File: src/pcs_pkg.sv
/*
  package for the pci command/status low-half register bank: offsets, field positions,
  fixed and reset values, event bit layout, and the state and carrier structs.
  assumes a single clock domain and a plain address/strobe register port.
*/
`default_nettype none

package pcs_pkg;

  // ------------------------------------------------------------
  // register offsets (byte addresses)
  // ------------------------------------------------------------
  localparam logic [7:0] PCS_OFF_CMD = 8'h00;
  localparam logic [7:0] PCS_OFF_ISTAT = 8'h04;
  localparam logic [7:0] PCS_OFF_IMASK = 8'h08;

  // ------------------------------------------------------------
  // field positions of pci_command_and_status
  // ------------------------------------------------------------
  localparam int PCS_B_IPE = 24;
  localparam int PCS_B_B2B_CAP = 23;
  localparam int PCS_B_HS_CAP = 21;
  localparam int PCS_B_CAPL = 20;
  localparam int PCS_B_B2B_EN = 9;
  localparam int PCS_B_SER_EN = 8;
  localparam int PCS_B_STEP = 7;
  localparam int PCS_B_PER_EN = 6;
  localparam int PCS_B_PAL = 5;
  localparam int PCS_B_MWI_EN = 4;
  localparam int PCS_B_SCA = 3;
  localparam int PCS_B_BM_EN = 2;
  localparam int PCS_B_MEM_EN = 1;
  localparam int PCS_B_IO_EN = 0;

  // ------------------------------------------------------------
  // fixed and reset values
  // ------------------------------------------------------------
  localparam logic PCS_FIX_B2B_CAP = 1'h1;
  localparam logic PCS_FIX_HS_CAP = 1'h1;
  localparam logic PCS_FIX_CAPL = 1'h1;
  localparam logic PCS_FIX_STEP = 1'h0;
  localparam logic PCS_FIX_PAL = 1'h0;
  localparam logic PCS_FIX_SCA = 1'h0;
  localparam logic PCS_RST_EN = 1'h0;
  localparam logic PCS_RST_FLAG = 1'h0;

  // ------------------------------------------------------------
  // interrupt events and strap timing
  // ------------------------------------------------------------
  localparam int PCS_EV_IPE = 0;
  localparam int PCS_EV_SERR = 1;
  localparam int PCS_EV_W = 2;
  localparam logic [1:0] PCS_STRAP_AT = 2'h2;
  localparam logic [1:0] PCS_STRAP_END = 2'h3;

  typedef struct packed {
    logic ipe;
    logic b2b;
    logic ser;
    logic per;
    logic mwi;
    logic bm;
    logic mem;
    logic io;
  } pcs_cmd_t;

  // events from the pci bus engine, same clock
  typedef struct packed {
    logic perr_seen;
    logic initiator;
    logic addr_perr;
    logic sc_data_perr;
  } pcs_evt_t;

  // enables handed to the pci bus engine
  typedef struct packed {
    logic back_to_back_issue_enable;
    logic parity_error_response_enable;
    logic write_invalidate_enable;
    logic bus_master_enable;
    logic memory_space_enable;
    logic io_space_enable;
    logic special_cycle_accept;
  } pcs_ctl_t;

  typedef struct packed {
    logic [1:0] sync1;
    logic [1:0] sync2;
    logic [1:0] strap_cnt;
    pcs_cmd_t cmd;
    logic [PCS_EV_W-1:0] istat;
    logic [PCS_EV_W-1:0] imask;
    logic serr;
    logic [31:0] rdata;
  } pcs_state_t;

endpackage

`default_nettype wire

File: src/pcs_regs.sv
/*
  pci command/status low-half register bank with event capture, system-error request,
  strap-loaded bus master default and a masked interrupt.
  assumes bus-engine events arrive on clk_sys; strap pins are asynchronous.
*/
`timescale 1ns/10ps
`default_nettype none

module pcs_regs
  import pcs_pkg::*;
(
  // clock and reset
  input wire logic clk_sys,
  input wire logic resetn,
  // register port
  input wire logic [7:0] reg_addr,
  input wire logic [31:0] reg_wdata,
  input wire logic reg_wr,
  input wire logic reg_rd,
  output logic [31:0] reg_rdata,
  // strap pins
  input wire logic pci_boot_strap,
  input wire logic host_mode_strap,
  // bus engine side
  input wire pcs_evt_t evt,
  output pcs_ctl_t ctl,
  output logic serr_assert,
  // interrupt
  output logic irq
);

  // ------------------------------------------------------------
  // state
  // ------------------------------------------------------------
  pcs_state_t s_ff;
  pcs_state_t nxt_s;
  logic set_ipe;
  logic serr_ev;
  logic cmd_wr;
  logic [31:0] cmd_word;

  // ------------------------------------------------------------
  // readback word
  // ------------------------------------------------------------
  always_comb
  begin
    cmd_word = '0;
    cmd_word[PCS_B_IPE] = s_ff.cmd.ipe;
    cmd_word[PCS_B_B2B_CAP] = PCS_FIX_B2B_CAP;
    cmd_word[PCS_B_HS_CAP] = PCS_FIX_HS_CAP;
    cmd_word[PCS_B_CAPL] = PCS_FIX_CAPL;
    cmd_word[PCS_B_B2B_EN] = s_ff.cmd.b2b;
    cmd_word[PCS_B_SER_EN] = s_ff.cmd.ser;
    cmd_word[PCS_B_STEP] = PCS_FIX_STEP;
    cmd_word[PCS_B_PER_EN] = s_ff.cmd.per;
    cmd_word[PCS_B_PAL] = PCS_FIX_PAL;
    cmd_word[PCS_B_MWI_EN] = s_ff.cmd.mwi;
    cmd_word[PCS_B_SCA] = PCS_FIX_SCA;
    cmd_word[PCS_B_BM_EN] = s_ff.cmd.bm;
    cmd_word[PCS_B_MEM_EN] = s_ff.cmd.mem;
    cmd_word[PCS_B_IO_EN] = s_ff.cmd.io;
  end

  // ------------------------------------------------------------
  // next state
  // ------------------------------------------------------------
  always_comb
  begin
    nxt_s = s_ff;
    nxt_s.rdata = '0;
    cmd_wr = reg_wr && (reg_addr == PCS_OFF_CMD);
    // only errors seen as initiator, and only with response on
    set_ipe = evt.perr_seen && evt.initiator && s_ff.cmd.per;
    serr_ev = (evt.addr_perr || evt.sc_data_perr) && s_ff.cmd.ser && s_ff.cmd.per;
    nxt_s.serr = serr_ev;
    // first sync flop feeds the second only
    nxt_s.sync1 = {pci_boot_strap, host_mode_strap};
    nxt_s.sync2 = s_ff.sync1;
    if (s_ff.strap_cnt != PCS_STRAP_END)
    begin
      nxt_s.strap_cnt = s_ff.strap_cnt + 2'h1;
    end
    // straps caught once, after the synchroniser has filled
    if (s_ff.strap_cnt == PCS_STRAP_AT)
    begin
      nxt_s.cmd.bm = &s_ff.sync2;
    end
    if (cmd_wr)
    begin
      nxt_s.cmd.b2b = reg_wdata[PCS_B_B2B_EN];
      nxt_s.cmd.ser = reg_wdata[PCS_B_SER_EN];
      nxt_s.cmd.per = reg_wdata[PCS_B_PER_EN];
      nxt_s.cmd.mwi = reg_wdata[PCS_B_MWI_EN];
      nxt_s.cmd.bm = reg_wdata[PCS_B_BM_EN];
      nxt_s.cmd.mem = reg_wdata[PCS_B_MEM_EN];
      nxt_s.cmd.io = reg_wdata[PCS_B_IO_EN];
      if (reg_wdata[PCS_B_IPE])
      begin
        nxt_s.cmd.ipe = 1'h0;
      end
    end
    if (reg_wr && (reg_addr == PCS_OFF_ISTAT))
    begin
      nxt_s.istat = s_ff.istat & ~reg_wdata[PCS_EV_W-1:0];
    end
    if (reg_wr && (reg_addr == PCS_OFF_IMASK))
    begin
      nxt_s.imask = reg_wdata[PCS_EV_W-1:0];
    end
    // set after clear so a coincident event is never lost
    if (set_ipe)
    begin
      nxt_s.cmd.ipe = 1'h1;
    end
    nxt_s.istat[PCS_EV_IPE] = nxt_s.istat[PCS_EV_IPE] | set_ipe;
    nxt_s.istat[PCS_EV_SERR] = nxt_s.istat[PCS_EV_SERR] | serr_ev;
    if (reg_rd)
    begin
      unique case (reg_addr)
        PCS_OFF_CMD: nxt_s.rdata = cmd_word;
        PCS_OFF_ISTAT: nxt_s.rdata = {{(32-PCS_EV_W){1'h0}}, s_ff.istat};
        PCS_OFF_IMASK: nxt_s.rdata = {{(32-PCS_EV_W){1'h0}}, s_ff.imask};
        default: nxt_s.rdata = '0;
      endcase
    end
  end

  always_ff @(posedge clk_sys or negedge resetn)
  begin
    if (!resetn)
    begin
      s_ff <= '{sync1: 2'h0, sync2: 2'h0, strap_cnt: 2'h0,
               cmd: '{PCS_RST_FLAG, PCS_RST_EN, PCS_RST_EN, PCS_RST_EN,
                      PCS_RST_EN, PCS_RST_EN, PCS_RST_EN, PCS_RST_EN},
               istat: '0, imask: '0, serr: 1'h0, rdata: 32'h0};
    end
    else
    begin
      s_ff <= nxt_s;
    end
  end

  // ------------------------------------------------------------
  // outputs
  // ------------------------------------------------------------
  // the bus engine must qualify every initiator and target action with these
  assign ctl.back_to_back_issue_enable = s_ff.cmd.b2b;
  assign ctl.parity_error_response_enable = s_ff.cmd.per;
  assign ctl.write_invalidate_enable = s_ff.cmd.mwi;
  assign ctl.bus_master_enable = s_ff.cmd.bm;
  assign ctl.memory_space_enable = s_ff.cmd.mem;
  assign ctl.io_space_enable = s_ff.cmd.io;
  assign ctl.special_cycle_accept = PCS_FIX_SCA;
  assign serr_assert = s_ff.serr;
  assign reg_rdata = s_ff.rdata;
  assign irq = |(s_ff.istat & s_ff.imask);
endmodule // pcs_regs

`default_nettype wire

File: config.mk
export PLATFORM = sky130hd
export DESIGN_NAME = pcs_regs
export DESIGN_NICKNAME = d
export VERILOG_FILES = /design/src/pcs_pkg.sv /design/src/pcs_regs.sv
export SDC_FILE = /design/constraint.sdc
export NUM_CORES = 1
export LEC_CHECK = 0
export BUFFER_PORTS_ARGS = -buffer_cell sky130_fd_sc_hd__buf_2
export CAP_MARGIN = 20
export CORE_MARGIN = 5
export CORE_UTILIZATION = 35
export CTS_BUF_LIST = sky130_fd_sc_hd__clkbuf_16
export CTS_CLUSTER_SIZE = 10
export DETAILED_ROUTE_END_ITERATION = 10
export PLACE_DENSITY_LB_ADDON = 0.25
export SYNTH_ARGS = -nofsm -noshare
export SYNTH_HDL_FRONTEND = slang
export SYNTH_SLANG_ARGS = --single-unit
File: constraint.sdc
create_clock -name clk_sys -period 2.25 [get_ports clk_sys]
set_clock_uncertainty 0.05 [all_clocks]
set_input_delay 0 -clock clk_sys [delete_from_list [all_inputs] [get_ports clk_sys]]
set_output_delay 0 -clock clk_sys [all_outputs]
set_load 0.03 [all_outputs]
==> qor.csv <==
metric,value,unit
clock_sink_count,28,
synth_async_sr_flop_share,100,%
postLayoutSetupSlackWorst,0.360,ns
hold_path_class,in2reg,
final-seq-area,701,um2
synth_cell_types,29,
antenna_found_initial,0,
numCtsBuffers,3,
fp.dieW,74.0,um
rows,23,
pin_count,91,
slew_headroom,58.5,%
fin_tns_setup,0,ns
ant_nets,0,
root_buffer,clkbuf_16,
drt_iter0_markers,29,
cpPeakStageDelay,0.58,ns
routed_wl,2800,um
cts_htree_levels,1,
fillCellCount,376,
worst_slew_pin_slew,0.622,ns
peakVddDrop,0.294,mV
rsz0062_at_grt,false,
p_leak,0.959,nW
path_common_cell,dlygate4sd3_1,
place.gp.congestion,0.773,
cts_setup_buffers,0,
grt_pass1_vias,911,
setup_viol,0,
drt_first_pass_iters,2,
tritoncts,done,
grt_pass1_wl,4220,um
layout_common_cells,"buf_2 (44), dfrtp_1 (28), conb_1 (22), dlygate4sd3_1 (16), nand2_1 (8)",
nets,222,
vias,926,
pre_cts_slack,0.501,ns
area_growth,22.3,%
postLayoutCoreUtil,43.8,%
die_h,74.0,um
yosysWarningCount,0,
die_area,5480,um2
synthFlopType,dfrtp_1,
ctsHoldBuffers,16,
final_common_cell,buf_2,
start_util,35.8,%
post_cts_resize_count,0,
syn_area_per_cell,11.5,um2
synth-seq-cells,28,
viasPerCell,4.23,
core,4000,um2
multi_input_area,489,um2
insertion_delay,0.26,ns
end_kind,register,
finalCriticalPeriod,1.89,ns
track_usage,10.3,%
fmax,0.529,GHz
grt_max_degree,29,
dp_hpwl,2060,um
drcViolationCount,0,
port_buffers,44,
diodes,0,
synthCells,125,
maxCapViolations,0,
hold_violations,0,
slew_viol_final,0,
worstPathMaxFanout,5,
syn_area,1430,um2
overflow,0,
crit_chain,"nand3_1, dlygate4sd3_1, nand2_1, dlygate4sd3_1",
clk_path_buf_depth,2,
critPathKind,reg2reg,
status,"complete, no violations",
required,2.35,ns
clkTransAtPathRegs,0.07,ns
arrival,1.99,ns
slowest_stage,dlygate4sd3_1,
yosysSeqAreaShare,48.9,%
synth_edf_count,0,
power_density,705,nW/um2
post-route-period-util,84.0,%
drive_gt1_share,38.5,%
startpoint_type,register,
wire_per_inst,12.8,um
[worst max-delay path: cells and delay by family (launching register included)]
kind	cells	cell delay [ns]
flops	1	0.43
buf+inv	2	1.14
simple gates	2	0.16
[synthesized netlist by cell type, types with 2 or more instances]
cell type | count | share of area [%]
nand3_1 | 2 | 0.70
and2_1 | 5 | 2.2
buf_4 | 39 | 20
mux2i_1 | 2 | 1.4
nand2_1 | 8 | 2.1
or4_4 | 2 | 1.6
inv_1 | 4 | 1.0
dfrtp_1 | 28 | 49
mux2_4 | 2 | 2.1
or2_2 | 4 | 1.7
mux2_2 | 7 | 5.5
ha_1 | 2 | 1.7
a21oi_1 | 2 | 0.70
o21ai_0 | 2 | 0.70
o31ai_1 | 2 | 1.0
[cell families after synthesis]
kind of cell | synth area share, %
buffers and inverters | 22.5
multiplexers | 8.99
AO/OA/AOI/OAI | 4.36
adder cells (fa/ha/maj) | 1.74
AND/OR/NAND/NOR | 12.7
flip-flops | 48.9
XOR/XNOR | 0.611
other | 0.262
[report_power, final]
group | internal, mW | switching [mW]
Sequential | 0.526 | 0.0154
Clock | 0.354 | 0.173
Combinational | 0.0616 | 0.106
[routing by layer]
metal / global-route usage, % / wire length [um] / vias to the layer above
met5: 0 / 0 / -
met4: 5.43 / 55 / 0
met1: 11.5 / 1050 / 446
li1: - / - / 435
met2: 18.5 / 1480 / 40
met3: 1.76 / 218 / 5
[final timing paths]
| check | slack, ns | depth (start not counted) | startpoint | to |
|---|---|---|---|---|
| setup reg to reg | 0.36 | 4 | ctl[5] | cmd_word[24] |
| hold / removal | 0.02 | 3 | reg_addr[6] | reg_rdata[23] |
| max in group asynchronous | 1.51 | 2 | resetn | reg_rdata[0] |
| setup / recovery | 0.36 | 4 | ctl[5] | cmd_word[24] |
| min in group asynchronous | 0.23 | 2 | resetn | ctl[4] |
| hold reg to reg | 0.30 | 0 | nxt_s[48] | s_ff[48] |
[state kept, by name, indices dropped and copies added (netlist names)]
| signal | cells |
|---|---|
| reg_rdata | 9 |
| s_ff | 8 |
| ctl | 6 |
| cmd_word | 2 |
| nxt_s | 2 |
| serr_assert | 1 |
[cell type report]
cell class | instances | share of cell area, %
clock buffers | 3 | 4.28
inverters | 4 | 0.857
well taps | 50 | 3.57
clock inverters | 1 | 1.71
repair buffers | 60 | 21.7
flip-flops and latches | 28 | 40.0
multi-input cells | 73 | 27.9
[through the flow]
| step | power [mW] | hold WS [ns] | cell area, um2 | std cells |
|---|---|---|---|---|
| 4_1_cts | 1.25 | 0.0134 | 1750 | 219 |
| 3_3_place_gp | 0.690 | -0.0104 | 1490 | 199 |
| 5_1_grt | 1.28 | 0.0222 | 1750 | 219 |
| 2_1_floorplan | 0.681 | -0.346 | 1510 | 146 |
| 3_5_place_dp | 0.693 | 0.00418 | 1490 | 199 |
| 6_report | 1.24 | 0.0158 | 1750 | 219 |
No activity file was read; power rests on OpenSTA's default activity.
